$ cat src/hw/lra_pkg.sv
package lra_pkg;
  // ==========================================================
  // Direct register map
  localparam logic [7:0] ADDR_CFG      = 8'hc9;
  localparam logic [7:0] PAGE_CFG      = 8'h0f;
  localparam logic [7:0] ADDR_DATA     = 8'hd2;
  localparam logic [7:0] ADDR_PTR      = 8'hd3;
  localparam logic [7:0] PAGE_PTR      = 8'h00;
  localparam logic [7:0] CFG_RESET     = 8'h60;
  localparam logic [7:0] CFG_WR_MASK   = 8'he0;
  localparam int         CFG_EN_BIT    = 7;
  localparam int         CFG_MASTER_BIT = 6;
  localparam int         CFG_AUTO_BAUD_SELECT_BIT = 5;
  // ==========================================================
  // Indirect register map
  localparam logic [7:0] IDX_DATA_LAST = 8'h07;
  localparam logic [7:0] IDX_CTRL      = 8'h08;
  localparam logic [7:0] IDX_STAT      = 8'h09;
  localparam logic [7:0] IDX_ERR       = 8'h0a;
  localparam logic [7:0] IDX_SIZE      = 8'h0b;
  localparam logic [7:0] IDX_DIV       = 8'h0c;
  localparam logic [7:0] IDX_MUL       = 8'h0d;
  localparam logic [7:0] IDX_ID        = 8'h0e;
  localparam int         NUM_DATA      = 8;
  // Control bits
  localparam int CTL_START  = 0;
  localparam int CTL_WAKE   = 1;
  localparam int CTL_CLRERR = 2;
  localparam int CTL_CLRINT = 3;
  localparam int CTL_DTACK  = 4;
  localparam int CTL_TXRX   = 5;
  localparam int CTL_SLEEP  = 6;
  localparam int CTL_STOP   = 7;
  // Status bits
  localparam int ST_DONE    = 0;
  localparam int ST_WAKEUP  = 1;
  localparam int ST_ERROR   = 2;
  localparam int ST_INT     = 3;
  localparam int ST_DTREQ   = 4;
  localparam int ST_ABORT   = 5;
  localparam int ST_IDLTO   = 6;
  localparam int ST_ACTIVE  = 7;
  // Role masks: master-only and slave-only bits; then field masks and the length-from-ID code
  localparam logic [7:0] CTL_M_ONLY = 8'h01;
  localparam logic [7:0] CTL_S_ONLY = 8'hd0;
  localparam logic [7:0] ST_S_ONLY  = 8'h30;
  localparam logic [7:0] ERR_S_ONLY = 8'h18;
  localparam logic [7:0] ERR_MASK   = 8'h1f;
  localparam logic [7:0] ID_MASK    = 8'h3f;
  localparam logic [3:0] LEN_FROM_ID = 4'hf;
  // ==========================================================
  // Carriers
  typedef struct packed {
    logic       en;
    logic       master;
    logic       auto_baud_select;
  } lra_cfg_s;
  typedef struct packed {
    logic       done;
    logic       wakeup;
    logic       dtreq;
    logic       abort;
    logic       idle_timeout;
    logic       active;
    logic [7:0] err;
  } lra_evt_s;
  typedef enum logic [1:0] {
    ST_IDLE = 2'b00,
    ST_BUSY = 2'b01
  } lra_frame_e;
endpackage : lra_pkg

$ cat src/hw/lra_core.sv
`timescale 1ns/1ps
`default_nettype none
module lra_core (
  input  wire logic             i_sys_clk,
  input  wire logic             i_rst,
  input  wire logic [7:0]       i_sfr_addr,
  input  wire logic [7:0]       i_sfr_page,
  input  wire logic [7:0]       i_sfr_wdata,
  input  wire logic             i_sfr_wr,
  input  wire logic             i_sfr_rd,
  input  wire lra_pkg::lra_evt_s i_evt,
  input  wire logic             i_evt_valid,
  output logic [7:0]            o_sfr_rdata,
  output lra_pkg::lra_cfg_s     o_cfg,
  output logic                  o_irq,
  output logic                  o_start_frame,
  output logic                  o_wakeup_req,
  output logic                  o_abandon_frame,
  output logic                  o_data_ack,
  output logic                  o_stop_req,
  output logic                  o_sleep,
  output logic                  o_tx_dir,
  output logic                  o_len_from_id,
  output logic [3:0]            o_data_length,
  output logic                  o_enh_checksum,
  output logic [7:0]            o_div_low,
  output logic [7:0]            o_mul_prescale,
  output logic [5:0]            o_frame_id
);
  // ==========================================================
  // Storage
  logic [7:0]          frame_data [lra_pkg::NUM_DATA];
  logic [7:0]          indirect_address_pointer;
  lra_pkg::lra_cfg_s   interface_configuration;
  logic [7:0]          frame_control;
  logic [7:0]          frame_status;
  logic [7:0]          error_flags;
  logic [7:0]          length_and_checksum_type;
  logic [7:0]          baud_divider_low;
  logic [7:0]          baud_multiplier_prescale;
  logic [7:0]          frame_identifier;
  lra_pkg::lra_frame_e frame_state;
  lra_pkg::lra_frame_e next_frame_state;
  // ==========================================================
  // Decode
  wire        page_ptr     = (i_sfr_page == lra_pkg::PAGE_PTR);
  wire        sel_ptr      = page_ptr && (i_sfr_addr == lra_pkg::ADDR_PTR);
  wire        sel_dat      = page_ptr && (i_sfr_addr == lra_pkg::ADDR_DATA);
  wire        sel_cfg      = (i_sfr_page == lra_pkg::PAGE_CFG)
                             && (i_sfr_addr == lra_pkg::ADDR_CFG);
  wire        ptr_valid    = (indirect_address_pointer <= lra_pkg::IDX_ID);
  wire        dat_wr       = i_sfr_wr && sel_dat && ptr_valid;
  wire        is_master    = interface_configuration.master;
  wire [7:0]  role_ctl     = is_master ? ~lra_pkg::CTL_S_ONLY : ~lra_pkg::CTL_M_ONLY;
  wire [7:0]  role_st      = is_master ? ~lra_pkg::ST_S_ONLY : 8'hff;
  wire [7:0]  role_err     = is_master ? ~lra_pkg::ERR_S_ONLY : 8'hff;
  wire        wr_ctrl      = dat_wr && (indirect_address_pointer == lra_pkg::IDX_CTRL);
  wire [7:0]  ctl_wr_val   = i_sfr_wdata & role_ctl;
  wire        clr_error    = wr_ctrl && ctl_wr_val[lra_pkg::CTL_CLRERR];
  wire        clr_int      = wr_ctrl && ctl_wr_val[lra_pkg::CTL_CLRINT];
  wire        err_flag     = frame_status[lra_pkg::ST_ERROR];
  wire        start_ok     = wr_ctrl && ctl_wr_val[lra_pkg::CTL_START]
                             && !err_flag && interface_configuration.en;
  wire        wake_ok      = wr_ctrl && ctl_wr_val[lra_pkg::CTL_WAKE]
                             && !err_flag && interface_configuration.en;
  wire [7:0]  new_err      = i_evt_valid ? (i_evt.err & lra_pkg::ERR_MASK) : 8'h00;
  wire        err_event    = |new_err;
  wire        done_event   = i_evt_valid && (i_evt.done || i_evt.wakeup || i_evt.dtreq
                                             || i_evt.idle_timeout);
  wire        int_event    = err_event || done_event;
  wire [7:0]  ctrl_rd      = frame_control & role_ctl & 8'h73; // Write-only bits read 0
  wire [7:0]  core_rd      =
    (indirect_address_pointer <= lra_pkg::IDX_DATA_LAST)
      ? frame_data[indirect_address_pointer[2:0]] :
    (indirect_address_pointer == lra_pkg::IDX_CTRL) ? ctrl_rd :
    (indirect_address_pointer == lra_pkg::IDX_STAT) ? (frame_status & role_st) :
    (indirect_address_pointer == lra_pkg::IDX_ERR)  ? (error_flags & role_err) :
    (indirect_address_pointer == lra_pkg::IDX_SIZE) ? length_and_checksum_type :
    (indirect_address_pointer == lra_pkg::IDX_DIV)  ? baud_divider_low :
    (indirect_address_pointer == lra_pkg::IDX_MUL)  ? baud_multiplier_prescale :
    (indirect_address_pointer == lra_pkg::IDX_ID)   ? (frame_identifier & lra_pkg::ID_MASK) :
    8'h00;
  wire [7:0]  cfg_rd       = {interface_configuration, 5'h00};
  wire [7:0]  next_rdata   = sel_ptr ? indirect_address_pointer :
                             sel_dat ? core_rd :
                             sel_cfg ? cfg_rd : 8'h00;
  // ==========================================================
  // Frame tracking: an error abandons the frame in progress
  always_comb begin
    next_frame_state = frame_state;
    case (frame_state)
      lra_pkg::ST_IDLE: if (start_ok || wake_ok) next_frame_state = lra_pkg::ST_BUSY;
      lra_pkg::ST_BUSY: if (err_event || done_event) next_frame_state = lra_pkg::ST_IDLE;
      default:          next_frame_state = lra_pkg::ST_IDLE;
    endcase
  end
  // ==========================================================
  // Direct registers
  always_ff @(posedge i_sys_clk) begin
    if (i_rst) begin
      indirect_address_pointer <= 8'h00;
      interface_configuration  <= lra_pkg::lra_cfg_s'(lra_pkg::CFG_RESET[7:5]);
      o_sfr_rdata              <= 8'h00;
      frame_state              <= lra_pkg::ST_IDLE;
    end else begin
      frame_state <= next_frame_state;
      if (i_sfr_wr && sel_ptr) begin
        indirect_address_pointer <= i_sfr_wdata;
      end
      if (i_sfr_wr && sel_cfg) begin
        interface_configuration <= lra_pkg::lra_cfg_s'(i_sfr_wdata[7:5]);
      end
      if (i_sfr_rd) begin
        o_sfr_rdata <= next_rdata;
      end
    end
  end
  // ==========================================================
  // Data buffer
  genvar g;
  generate
    for (g = 0; g < lra_pkg::NUM_DATA; g++) begin : g_data
      always_ff @(posedge i_sys_clk) begin
        if (i_rst) begin
          frame_data[g] <= 8'h00;
        end else if (dat_wr && (indirect_address_pointer == 8'(g))) begin
          frame_data[g] <= i_sfr_wdata;
        end
      end
    end
  endgenerate
  // ==========================================================
  // Plain indirect registers
  always_ff @(posedge i_sys_clk) begin
    if (i_rst) begin
      length_and_checksum_type <= 8'h00;
      baud_divider_low         <= 8'h00;
      baud_multiplier_prescale <= 8'h00;
      frame_identifier         <= 8'h00;
    end else if (dat_wr) begin
      if (indirect_address_pointer == lra_pkg::IDX_SIZE) length_and_checksum_type <= i_sfr_wdata;
      if (indirect_address_pointer == lra_pkg::IDX_DIV)  baud_divider_low <= i_sfr_wdata;
      if (indirect_address_pointer == lra_pkg::IDX_MUL)  baud_multiplier_prescale <= i_sfr_wdata;
      if (indirect_address_pointer == lra_pkg::IDX_ID)   frame_identifier <= i_sfr_wdata & lra_pkg::ID_MASK;
    end
  end
  // ==========================================================
  // Control register; request bits self-clear after one cycle
  always_ff @(posedge i_sys_clk) begin
    if (i_rst) begin
      frame_control <= 8'h00;
    end else if (wr_ctrl) begin
      frame_control <= ctl_wr_val & 8'h73;
      frame_control[lra_pkg::CTL_START] <= start_ok;
      frame_control[lra_pkg::CTL_WAKE]  <= wake_ok;
    end else begin
      frame_control[lra_pkg::CTL_START] <= 1'b0;
      frame_control[lra_pkg::CTL_WAKE]  <= 1'b0;
      frame_control[lra_pkg::CTL_DTACK] <= 1'b0;
    end
  end
  // ==========================================================
  // Status and error flags; a new event wins over a clear
  always_ff @(posedge i_sys_clk) begin
    if (i_rst) begin
      frame_status <= 8'h00;
      error_flags  <= 8'h00;
    end else begin
      error_flags <= (clr_error ? 8'h00 : error_flags) | new_err;
      frame_status[lra_pkg::ST_ERROR] <= (err_flag && !clr_error) || err_event;
      frame_status[lra_pkg::ST_INT]   <= (frame_status[lra_pkg::ST_INT] && !clr_int)
                                         || int_event;
      if (i_evt_valid) begin
        frame_status[lra_pkg::ST_DONE]   <= i_evt.done;
        frame_status[lra_pkg::ST_WAKEUP] <= i_evt.wakeup;
        frame_status[lra_pkg::ST_DTREQ]  <= i_evt.dtreq;
        frame_status[lra_pkg::ST_ABORT]  <= i_evt.abort;
        frame_status[lra_pkg::ST_IDLTO]  <= i_evt.idle_timeout;
        frame_status[lra_pkg::ST_ACTIVE] <= i_evt.active;
      end
    end
  end
  // ==========================================================
  // Outputs to the frame engine
  always_ff @(posedge i_sys_clk) begin
    if (i_rst) begin
      o_cfg           <= lra_pkg::lra_cfg_s'(lra_pkg::CFG_RESET[7:5]);
      o_irq           <= 1'b0;
      o_start_frame   <= 1'b0;
      o_wakeup_req    <= 1'b0;
      o_abandon_frame <= 1'b0;
      o_data_ack      <= 1'b0;
      o_stop_req      <= 1'b0;
      o_sleep         <= 1'b0;
      o_tx_dir        <= 1'b0;
      o_len_from_id   <= 1'b0;
      o_data_length   <= 4'h0;
      o_enh_checksum  <= 1'b0;
      o_div_low       <= 8'h00;
      o_mul_prescale  <= 8'h00;
      o_frame_id      <= 6'h00;
    end else begin
      o_cfg           <= interface_configuration;
      o_irq           <= frame_status[lra_pkg::ST_INT];
      o_start_frame   <= start_ok && is_master;
      o_wakeup_req    <= wake_ok;
      o_abandon_frame <= err_event && (frame_state == lra_pkg::ST_BUSY);
      o_data_ack      <= wr_ctrl && ctl_wr_val[lra_pkg::CTL_DTACK];
      o_stop_req      <= wr_ctrl && ctl_wr_val[lra_pkg::CTL_STOP];
      o_sleep         <= frame_control[lra_pkg::CTL_SLEEP];
      o_tx_dir        <= frame_control[lra_pkg::CTL_TXRX];
      o_len_from_id   <= (length_and_checksum_type[3:0] == lra_pkg::LEN_FROM_ID);
      o_data_length   <= length_and_checksum_type[3:0];
      o_enh_checksum  <= length_and_checksum_type[7];
      o_div_low       <= baud_divider_low;
      o_mul_prescale  <= baud_multiplier_prescale;
      o_frame_id      <= frame_identifier[5:0];
    end
  end
endmodule : lra_core
`default_nettype wire

$ cat config.mk
export PLATFORM = sky130hd
export DESIGN_NAME = lra_core
export DESIGN_NICKNAME = d
export VERILOG_FILES = /design/src/hw/lra_pkg.sv /design/src/hw/lra_core.sv
export SDC_FILE = /design/constraint.sdc
export NUM_CORES = 1
export LEC_CHECK = 0
export ABC_AREA = 1
export BUFFER_PORTS_ARGS = -buffer_cell sky130_fd_sc_hd__buf_4
export CAP_MARGIN = 20
export CORE_AREA = 2 2 116 118
export DETAILED_ROUTE_END_ITERATION = 8
export DIE_AREA = 0 0 118 120
export PLACE_DENSITY = 0.88
export SYNTH_ARGS = -nofsm -noshare
export SYNTH_HDL_FRONTEND = slang
export SYNTH_SLANG_ARGS = --single-unit
export TNS_END_PERCENT = 100
$ cat constraint.sdc
create_clock -name i_sys_clk -period 3 [get_ports i_sys_clk]
set_input_delay 0.45 -clock i_sys_clk [delete_from_list [all_inputs] [get_ports i_sys_clk]]
set_output_delay 0.45 -clock i_sys_clk [all_outputs]
set_load 0.005 [all_outputs]
==> run summary, run 1 <==
Most Used Layer, Global Route: met2
DIE AREA: 0.0142 sq mm
Met3 Use GR: 4.85%
Synth cell count leaders: 193 x nand2_1, 154 x nor2_1, 110 x dfxtp_1
Worst Tran Pin Value: 861 ps
Max H-tree Level: 4
CTS Buf Count: 17
Critical path class: reg -> reg
Post-route setup TNS: 0 ps
Post-synthesis register bit count: 174
Worst slew margin: 42.4%
Power per cell area: 545 mW/mm^2
Critical Path Source Type: register
Clk buf depth: 2
# DRC: 0
Hold EP: frame_status[5]
First DRT Iteration DRCs: 608
Status: complete, no violations
Final Hold Viols: 0
First-pass GRT wire length: 30700 um
Shortest period the worst path allows: 2420 ps
CP max FO: 12
Clock Latency Late Sink: 440 ps
DR vias: 6516
First drt pass iteration count: 6
Worst Reg-to-Reg Cells: 9
Layout Nets: 1018
Sequential share of power: 52.4%
CTS tree: done
Max IR drop VDD: 415 uV
Placed wire-length estimate: 13200 um
Die Ht: 120 um
LEAKAGE: 3.67 nW
Post-Syn Nets: 929
Gate power share: 4.4%
Synth top area share: 29.9%
Final critical-path share of the clock period: 80.7%
Final slew viol count: 0
Placed Cells: 1132
Final core utilization: 67.6%
Share of layout cells above drive strength 1: 14.9%
Grt total ovfl: 0
Netlist cell types: 37
# rows: 42
Sequential share of the synthesized area: 55.9%
Unrepaired setup endpoints after global routing: no
Min-Delay Path Class: in -> reg
Total power: 4.78 mW
Syn_area_per_cell: 8.32 sq um
Grt met1 use: 33.7%
Switching power: 1.08 mW
Cell internal pwr: 3.70 mW
Post-Syn Instances: 886
Post-synth EDFFs: 64
Fmax: 413 MHz
Largest net degree at the start of global routing: 74
Crit end category: register
Detailed Route WL: 19600 um
Area leader, netlist: dfxtp_1
Cell Area, Placed: 0.00822 sq mm
Worst setup margin: 579 ps
Hold depth: 3
Final instance area: 0.00877 sq mm
CTS root buffer: clkbuf_16
Clock slew at reported path FFs: 70 ps
Clk pwr share: 43.2%
Pre-CTS setup slack: 353 ps
Initial antenna violation count: 0
Number of global-route vias before repair: 6071
Most common cell in the synthesized netlist: nand2_1
Post-CTS Hold Buffers: 0
CP required: 3360 ps
Final setup fails: 0
Wirelength per Cell: 16.9 um
Starting Density: 56.8%
Port Buffers: 86
Routed Antenna Nets: 0
Worst reg2reg path startpoint: indirect_address_pointer[6]
Fillers: 965
Asr flop ratio synth: 0%
Antenna fix cells: 0
Sw frac: 22.6%
Synth Cell Area: 0.00737 sq mm
Max-Cap Viols: 0
CP arrival: 2780 ps
Layout Cells excl Fill: 1164
IO Pins: 90
Yosys warning total: 0
R2r setup slk: 580 ps
GPL Wtd Cong: 0.962
Hold_sp: i_evt[10]
Post-CTS setup buffer count: 0
Largest cells by area after synthesis: dfxtp_1 30%, edfxtp_1 26%, nand2_1 9.8%, nor2_1 7.8%, a21oi_1 4.8%
Die Wd: 118 um
Clock Sinks: 174
M2 GR Usage: 47.6%
Cts repair resizes: 0
Reg2reg end: length_and_checksum_type[2]
Top FF cell, synth: dfxtp_1
Vias/cell: 5.60
WHS: 237 ps
Skew final: 5.92 ps
Area growth from synthesis to layout: 19.0%
Core area: 0.0130 sq mm
Global Route Usage Sum: 27.9%
worst max-delay path, cell delays in order (launching register included):
cell and delay (ps):
dfxtp_1 330, nor2_1 100, nand2_1 270, a31oi_1 370, nand4_1 320, inv_1 240
nand2_2 160, inv_1 270, nand2_1 110, a21oi_1 150
logic make-up after synthesis:
logic type / count (synthesis) / synth area share (%)
compound gates: 160 / 12.2
buf+inv: 128 / 6.57
flops: 174 / 55.9
simple gates: 424 / 25.3
routing by layer:
layer	vias up	wire, um
li1	3096	-
met4	0	783
met5	-	0
met1	2993	7410
met3	69	1690
met2	358	9760
registers in the layout (all words and copies together) (netlist names), 6 cells and up, named ones only:
signal	flops
o_sfr_rdata	8
frame_status	8
o_frame_id	6
indirect_address_pointer	8
baud_divider_low	8
o_div_low	8
frame_data	64
frame_identifier	6
baud_multiplier_prescale	8
o_mul_prescale	8
length_and_checksum_type	8
how the worst max path moves through the flow:
stage / cells after the start / endpoint / start / slack [ps]
final: 9 / length_and_checksum_type[2] / indirect_address_pointer[6] / 580
after global routing: 9 / length_and_checksum_type[6] / indirect_address_pointer[6] / 410
after CTS: 9 / length_and_checksum_type[1] / indirect_address_pointer[6] / 640
after detailed placement: 11 / frame_data[6][4] / i_sfr_page[0] / 350
after global placement: 11 / frame_data[1][4] / i_sfr_page[0] / 410
after floorplan: 8 / frame_data[7][0] / i_sfr_page[0] / 430
layout make-up:
cell class                      count  area [sq um]  share of cell area (%)
Sequential cell                   174          4120                    47.0
Clock buffer                       19           433                    4.94
Tap cell                          176           220                    2.51
Timing Repair Buffer               99           743                    8.47
Inverter                           99           372                    4.24
Multi-Input combinational cell    584          2760                    31.5
Clock inverter                     13           115                    1.31
layout by cell type (no fill, tap or decap), types with 2 or more instances in the layout:
master,Yosys,final
edfxtp_1,64,64
o221ai_1,5,5
nand3_4,4,4
nand3_1,24,24
nand4_1,11,11
a211oi_1,9,9
nand2_2,3,3
nor4_1,3,3
o2111ai_1,2,2
a22oi_1,6,6
or2_2,2,2
clkinv_1,8,10
a32oi_1,2,2
clkbuf_16,0,17
inv_6,0,3
buf_4,0,99
clkinvlp_4,0,2
nand2_4,2,2
clkinvlp_2,0,2
o22ai_1,3,3
inv_1,90,90
nand2_1,193,193
nor3_1,19,19
o21ai_0,53,53
clkbuf_1,25,2
o211ai_1,5,5
nor2_1,154,154
nor2_8,3,3
clkinv_4,0,3
a21oi_1,71,71
dfxtp_1,110,110
nand4_4,2,2
power by group through the flow:
stage / Combinational, mW / Clock, mW / Sequential, mW
6_report: 0.211 / 2.06 / 2.51
5_1_grt: 0.226 / 2.16 / 2.51
4_1_cts: 0.207 / 2.06 / 2.51
3_5_place_dp: 0.205 / 0 / 2.56
3_3_place_gp: 0.200 / 0 / 2.56
2_1_floorplan: 0.0977 / 0 / 2.55
Power figures use the tool's default switching activity.
==> run 2, diff against run 1 <==
--- a/config.mk
+++ b/config.mk
@@ -5,13 +5,13 @@
 export SDC_FILE = /design/constraint.sdc
 export NUM_CORES = 1
 export LEC_CHECK = 0
-export ABC_AREA = 1
+export ABC_AREA = 0
 export BUFFER_PORTS_ARGS = -buffer_cell sky130_fd_sc_hd__buf_4
 export CAP_MARGIN = 20
-export CORE_AREA = 2 2 116 118
+export CORE_AREA = 2 2 117 119
 export DETAILED_ROUTE_END_ITERATION = 8
-export DIE_AREA = 0 0 118 120
-export PLACE_DENSITY = 0.88
+export DIE_AREA = 0 0 119 121
+export PLACE_DENSITY = 0.87
 export SYNTH_ARGS = -nofsm -noshare
 export SYNTH_HDL_FRONTEND = slang
 export SYNTH_SLANG_ARGS = --single-unit
==> constraint.sdc (replaced) <==
create_clock -name i_sys_clk -period 2.3 [get_ports i_sys_clk]
set_input_delay 0.345 -clock i_sys_clk [delete_from_list [all_inputs] [get_ports i_sys_clk]]
set_output_delay 0.345 -clock i_sys_clk [all_outputs]
set_load 0.005 [all_outputs]
==> run 2 against run 1 <==
Synthesized cell count decreased by 26%. Global-route usage increased by 0.16 points. Largest cell class unchanged. Sequential power increased by 31%. Clock power increased by 34%. Register-to-register slack got worse by 470 ps. Critical path depth decreased by 5. Sequential share of layout area decreased by 1.7 points.
==> run summary, run 2 <==
Status: complete, no violations (unchanged)
Asr flop ratio synth: 0% (unchanged)
First drt pass iteration count: 7 (was 6)
Fillers: 867 (was 965)
Power per cell area: 694 mW/mm^2 (was 545 mW/mm^2)
Critical Path Source Type: register (unchanged)
# DRC: 0 (unchanged)
Cts repair resizes: 0 (unchanged)
Number of global-route vias before repair: 5686 (was 6071)
Global Route Usage Sum: 28.0% (was 27.9%)
Max H-tree Level: 4 (unchanged)
Sw frac: 22.4% (was 22.6%)
Slowest CP cell: or4_1 (was a31oi_1)
Post-synthesis register bit count: 174 (unchanged)
Routed Antenna Nets: 0 (unchanged)
Area of the multi-input gates: 0.00307 sq mm (was 0.00276 sq mm)
Core area: 0.0131 sq mm (was 0.0130 sq mm)
Final critical-path share of the clock period: 95.4% (was 80.7%)
Yosys warning total: 0 (unchanged)
CTS tree: done (unchanged)
Netlist cell types: 58 (was 37)
Min-Delay Path Class: in -> reg (unchanged)
Detailed Route WL: 19400 um (was 19600 um)
Most common cell in the synthesized netlist: dfxtp_1 (was nand2_1)
# rows: 42 (unchanged)
Synth Cell Area: 0.00743 sq mm (was 0.00737 sq mm)
Placed wire-length estimate: 13700 um (was 13200 um)
Post-Syn Instances: 653 (was 886)
Max FFs per register: 64 (unchanged)
Clock Latency Late Sink: 430 ps (was 440 ps)
Pre-CTS setup slack: -242 ps (was 353 ps)
Unrepaired setup endpoints after global routing: no (unchanged)
Final setup fails: 0 (unchanged)
Sequential share of the synthesized area: 55.5% (was 55.9%)
Port Buffers: 86 (unchanged)
Grt total ovfl: 0 (unchanged)
Switching power: 1.42 mW (was 1.08 mW)
Crit path max-delay family: simple AND/OR/NAND/NOR gates (unchanged)
First DRT Iteration DRCs: 622 (was 608)
Shortest period the worst path allows: 2190 ps (was 2420 ps)
CP required: 2410 ps (was 3360 ps)
Initial antenna violation count: 0 (unchanged)
Antenna fix cells: 0 (unchanged)
Starting Density: 56.8% (about the same)
Final Hold Viols: 0 (unchanged)
Clk buf depth: 2 (unchanged)
Skew final: 8.98 ps (was 5.92 ps)
Area leader, netlist: dfxtp_1 (unchanged)
Clock slew at reported path FFs: 70 ps (about the same)
CP arrival: 2300 ps (was 2780 ps)
Fmax: 456 MHz (was 413 MHz)
Post-synth EDFFs: 64 (unchanged)
Synth top area share: 29.6% (was 29.9%)
Storage element area: 0.00412 sq mm (unchanged)
Top FF cell, synth: dfxtp_1 (unchanged)
Worst Tran Pin Value: 552 ps (was 861 ps)
Biggest register: frame_data (unchanged)
Worst path bufs/invs: 1 (was 2)
Commonest cells after routing, fill and taps aside: 127 x buf_4, 110 x dfxtp_1, 65 x and2_1 (was 193 x nand2_1, 154 x nor2_1, 110 x dfxtp_1)
Synth cell count leaders: 110 x dfxtp_1, 65 x and2_1, 64 x edfxtp_1 (was 193 x nand2_1, 154 x nor2_1, 110 x dfxtp_1)
CTS root buffer: clkbuf_16 (unchanged)
LEAKAGE: 3.78 nW (was 3.67 nW)
WHS: 127 ps (was 237 ps)
Post-Syn Nets: 696 (was 929)
Layout Nets: 802 (was 1018)
Largest stage delay, worst path: 680 ps (was 370 ps)
Clk pwr share: 43.6% (was 43.2%)
Crit end category: register (unchanged)
Area growth from synthesis to layout: 22.5% (was 19.0%)
Largest net degree at the start of global routing: 51 (was 74)
Critical path class: reg -> reg (unchanged)
IO Pins: 90 (unchanged)
Die Ht: 121 um (was 120 um)
Die Wd: 119 um (was 118 um)
Final slew viol count: 0 (unchanged)
Cell internal pwr: 4.90 mW (was 3.70 mW)
CP max FO: 8 (was 12)
CP cell instances: or4_1, buf_4, nor2_2, a31o_2 (was nor2_1, nand2_1, a31oi_1, nand4_1, inv_1, nand2_2, inv_1, nand2_1, a21oi_1)
Max-Cap Viols: 0 (unchanged)
Max IR drop VDD: 479 uV (was 415 uV)
Sequential share of power: 51.9% (was 52.4%)
Clock Sinks: 174 (unchanged)
Post-CTS setup buffer count: 0 (unchanged)
Post-CTS Hold Buffers: 0 (unchanged)
Worst setup margin: 106 ps (was 579 ps)
CTS Buf Count: 17 (unchanged)
Most common cell after layout, fill and taps aside: buf_4 (was nand2_1)
Largest cells by area after synthesis: dfxtp_1 30%, edfxtp_1 26%, mux2i_1 6.5%, and2_1 5.5%, mux4_2 4.8% (was dfxtp_1 30%, edfxtp_1 26%, nand2_1 9.8%, nor2_1 7.8%, a21oi_1 4.8%)
Wirelength per Cell: 20.4 um (was 16.9 um)
DR vias: 5640 (was 6516)
Vias/cell: 5.95 (was 5.60)
Worst slew margin: 63.2% (was 42.4%)
Syn_area_per_cell: 11.4 sq um (was 8.32 sq um)
DIE AREA: 0.0144 sq mm (was 0.0142 sq mm)
Gate power share: 4.5% (was 4.4%)
GPL Wtd Cong: 0.905 (was 0.962)
First-pass GRT wire length: 30400 um (was 30700 um)
Share of layout cells above drive strength 1: 27.5% (was 14.9%)
run 2: cell types whose count changed in the layout (fill, tap and decap cells not counted), sizes merged, moves of 16 or more:
cell and change:
nand2 -174, nor2 -101, and2 +65, inv -65
a21oi -62, mux2i +48, o21ai -46, nand2b +33
buf +32, nor2b +23, nand3 -17, mux4 +16
run 2: area by class of cell:
cell class	instances	area share, %
Clock buffer	20	5.25
Clock inverter	12	1.06
Inverter	22	0.907
Multi-Input combinational cell	413	33.7
Sequential cell	174	45.3
Tap cell	176	2.42
Timing Repair Buffer	131	11.4
run 2: power by group through the flow:
| stage | clock [mW] | sequential (mW) | combinational, mW |
|---|---|---|---|
| 3_5_place_dp | 0 | 3.34 | 0.280 |
| 3_3_place_gp | 0 | 3.34 | 0.271 |
| 6_report | 2.76 | 3.28 | 0.286 |
| 4_1_cts | 2.77 | 3.27 | 0.283 |
| 5_1_grt | 2.89 | 3.28 | 0.303 |
| 2_1_floorplan | 0 | 3.33 | 0.150 |
run 2: final timing paths:
path	slack (ps)	end	startpoint	depth (start not counted)
worst max-delay path	110	frame_data[6][7]	indirect_address_pointer[7]	4
worst min-delay path	130	error_flags[0]	i_evt[0]	2
worst max register to register	110	frame_data[6][7]	indirect_address_pointer[7]	4
worst min register to register	470	frame_state[0]	frame_state[0]	2
run 2: metal layers:
metal	wire (um)	track usage (%)	part of all wire, %	vias to the layer above
li1	-	-	-	2540
met1	7860	36.3	41	2737
met2	9210	44.9	48	301
met3	1590	6.11	8.2	62
met4	726	13.8	3.7	0
met5	0	0	0	-
run 2: per-stage QoR:
| stage | utilization, % | power, mW | cells | instance area (sq um) | TNS (ps) |
|---|---|---|---|---|---|
| after floorplan | - | 3.48 | 653 | 7460 | -857 |
| after global placement | 65.2 | 3.61 | 916 | 8530 | -13510 |
| after detailed placement | 65.2 | 3.62 | 916 | 8530 | -21730 |
| after CTS | 69.6 | 6.33 | 948 | 9100 | 0 |
| after global routing | 69.6 | 6.47 | 948 | 9100 | 0 |
| final | 69.6 | 6.32 | 948 | 9100 | 0 |
run 2: kinds of logic (layout without fill, tap and decap cells):
group / after synthesis / after routing / synth area share [%]
and+or+nand+nor: 260 / 260 / 20.1
DFF: 174 / 174 / 55.5
AOI/OAI and AO/OA: 80 / 80 / 8.12
muxes: 73 / 73 / 12.7
buffers and inverters: 66 / 185 / 3.57
==> run 3, diff against run 2 <==
--- a/config.mk
+++ b/config.mk
@@ -8,11 +8,13 @@
 export ABC_AREA = 0
 export BUFFER_PORTS_ARGS = -buffer_cell sky130_fd_sc_hd__buf_4
 export CAP_MARGIN = 20
-export CORE_AREA = 2 2 117 119
+export CELL_PAD_IN_SITES_DETAIL_PLACEMENT = 1
+export CELL_PAD_IN_SITES_GLOBAL_PLACEMENT = 2
+export CORE_AREA = 2 2 143 145
 export DETAILED_ROUTE_END_ITERATION = 8
-export DIE_AREA = 0 0 119 121
+export DIE_AREA = 0 0 145 147
 export PLACE_DENSITY = 0.87
+export SETUP_SLACK_MARGIN = 0.3
 export SYNTH_ARGS = -nofsm -noshare
 export SYNTH_HDL_FRONTEND = slang
 export SYNTH_SLANG_ARGS = --single-unit
-export TNS_END_PERCENT = 100
==> run 3 against run 2 <==
Sequential share of layout area fell by 2.3 points. Utilization fell by 21 points. First-iteration DRC count fell by 66%. Combinational power rose by 6%. Count of clock-buffer cells in the layout did not move. Non-clock buffer count rose by 11.
==> run summary, run 3 (synthesized netlist as in run 2, its figures left out) <==
Vias/cell: 5.20 (was 5.95)
Die Wd: 145 um (was 119 um)
Final setup fails: 0 (unchanged)
Global Route Usage Sum: 21.1% (was 28.0%)
Unrepaired setup endpoints after global routing: yes (was no)
Initial antenna violation count: 0 (unchanged)
Crit end category: register (unchanged)
Min-Delay Path Class: in -> reg (unchanged)
Wirelength per Cell: 21.0 um (was 20.4 um)
DR vias: 5471 (was 5640)
Biggest register: frame_data (unchanged)
Power per cell area: 660 mW/mm^2 (was 694 mW/mm^2)
WHS: 127 ps (about the same)
Top cell by count, worst path: or4_4
Layout Nets: 813 (was 802)
Storage element area: 0.00413 sq mm (was 0.00412 sq mm)
Status: complete, no violations (unchanged)
# rows: 52 (was 42)
Post-CTS Hold Buffers: 0 (unchanged)
Number of global-route vias before repair: 6061 (was 5686)
Final critical-path share of the clock period: 90.8% (was 95.4%)
Grt total ovfl: 0 (unchanged)
IO Pins: 90 (unchanged)
CTS Buf Count: 17 (unchanged)
First DRT Iteration DRCs: 213 (was 622)
Share of layout cells above drive strength 1: 33.2% (was 27.5%)
Commonest cells after routing, fill and taps aside: 118 x buf_4, 104 x dfxtp_1, 64 x edfxtp_1 (was 127 x buf_4, 110 x dfxtp_1, 65 x and2_1)
LEAKAGE: 3.97 nW (was 3.78 nW)
CP arrival: 2420 ps (was 2300 ps)
Critical path class: in -> reg (was reg -> reg)
Worst Tran Pin Value: 450 ps (was 552 ps)
CP required: 2630 ps (was 2410 ps)
Total power: 6.35 mW (was 6.32 mW)
Detailed Route WL: 22100 um (was 19400 um)
Most common cell after layout, fill and taps aside: buf_4 (unchanged)
Clock Sinks: 174 (unchanged)
# DRC: 0 (unchanged)
Largest net degree at the start of global routing: 67 (was 51)
Antenna fix cells: 0 (unchanged)
First-pass GRT wire length: 34000 um (was 30400 um)
Placed wire-length estimate: 16000 um (was 13700 um)
Starting Density: 37.4% (was 56.8%)
Die Ht: 147 um (was 121 um)
Area of the multi-input gates: 0.00325 sq mm (was 0.00307 sq mm)
DIE AREA: 0.0213 sq mm (was 0.0144 sq mm)
Max H-tree Level: 4 (unchanged)
Max-Cap Viols: 0 (unchanged)
Port Buffers: 86 (unchanged)
Worst slew margin: 70.0% (was 63.2%)
Final slew viol count: 0 (unchanged)
Routed Antenna Nets: 0 (unchanged)
First drt pass iteration count: 4 (was 7)
Slowest CP cell: or4_4 (was or4_1)
Skew final: 10.4 ps (was 8.98 ps)
Max IR drop VDD: 452 uV (was 479 uV)
Clk buf depth: 2 (unchanged)
Fillers: 2121 (was 867)
Largest stage delay, worst path: 630 ps (was 680 ps)
Critical Path Source Type: input port (was register)
Final Hold Viols: 0 (unchanged)
Shortest period the worst path allows: 2090 ps (was 2190 ps)
Area growth from synthesis to layout: 29.4% (was 22.5%)
Fmax: 479 MHz (was 456 MHz)
CTS tree: done (unchanged)
CP max FO: 6 (was 8)
Clock Latency Late Sink: 440 ps (was 430 ps)
CP cell instances: buf_4, or3_1, or4_4, or4_4, clkbuf_16, a21o_1 (was or4_1, buf_4, nor2_2, a31o_2)
Clock slew at reported path FFs: 70 ps (about the same)
GPL Wtd Cong: 0.873 (was 0.905)
Core area: 0.0198 sq mm (was 0.0131 sq mm)
CTS root buffer: clkbuf_16 (unchanged)
Max FFs per register: 64 (unchanged)
run 3: cell types whose count changed in the layout (fill, tap and decap cells not counted), moves of 5 or more:
cell and delta:
nor2_1 -8, and2_4 +18, buf_6 +15, nor2_2 +7, dfxtp_1 -6, dfxtp_2 +5, and2_1 -18, buf_4 -9
run 3: path summary, 6_finish.rpt:
kind                                    start             endpoint  slack (ps)  depth (start not counted)
setup / recovery                i_sfr_page[1]  baud_divider_low[1]         210                          6
hold / removal                       i_evt[2]       error_flags[2]         130                          2
setup reg to reg  indirect_address_pointer[7]  baud_divider_low[1]         270                          4
hold reg to reg   length_and_checksum_type[0]        o_len_from_id         480                          2
run 3: metal layers:
| layer | GRT usage (%) | vias to the layer above | routed length [um] |
|---|---|---|---|
| met3 | 3.14 | 48 | 916 |
| met1 | 24.4 | 2731 | 8730 |
| met2 | 39.1 | 127 | 11700 |
| met4 | 8.37 | 0 | 703 |
| li1 | - | 2565 | - |
| met5 | 0 | - | 0 |
run 3: cell type report:
type / instances / share of cell area (%)
Sequential cell: 174 / 43.0
Timing Repair Buffer: 142 / 12.9
Inverter: 22 / 0.859
Clock inverter: 11 / 0.976
Tap cell: 270 / 3.51
Multi-Input combinational cell: 413 / 33.8
Clock buffer: 20 / 4.97
run 3: through the flow:
step | util, % | worst slack (ps) | cell area (sq um) | TNS, ps | instances
3_3_place_gp | 44.1 | -131 | 8760 | -11560 | 1016
5_1_grt | 48.5 | 215 | 9620 | 0 | 1052
3_5_place_dp | 44.1 | -223 | 8760 | -16920 | 1016
6_report | 48.5 | 211 | 9620 | 0 | 1052
2_1_floorplan | - | -67.1 | 7500 | -1160 | 653
4_1_cts | 47.3 | 272 | 9380 | 0 | 1048
run 3: report_power, final:
part           total [mW]  internal, mW  switching (mW)
Combinational       0.304         0.134           0.169
Sequential           3.27          3.25          0.0281
Clock                2.77          1.52            1.25
run 3: critical path, delay by kind of cell:
family | cells | cell delay, ps
buffers and inverters | 2 | 310
AND/OR/NAND/NOR | 3 | 1600
AO/OA/AOI/OAI | 1 | 160
run 3: timing repair:
action	4_1_cts	5_1_grt
setup buffers	1	3
endpoints found under the setup margin	72	147
gates cloned	0	1
resized for setup	8	47
pin swaps	2	11
hold endpoints to repair	0	0
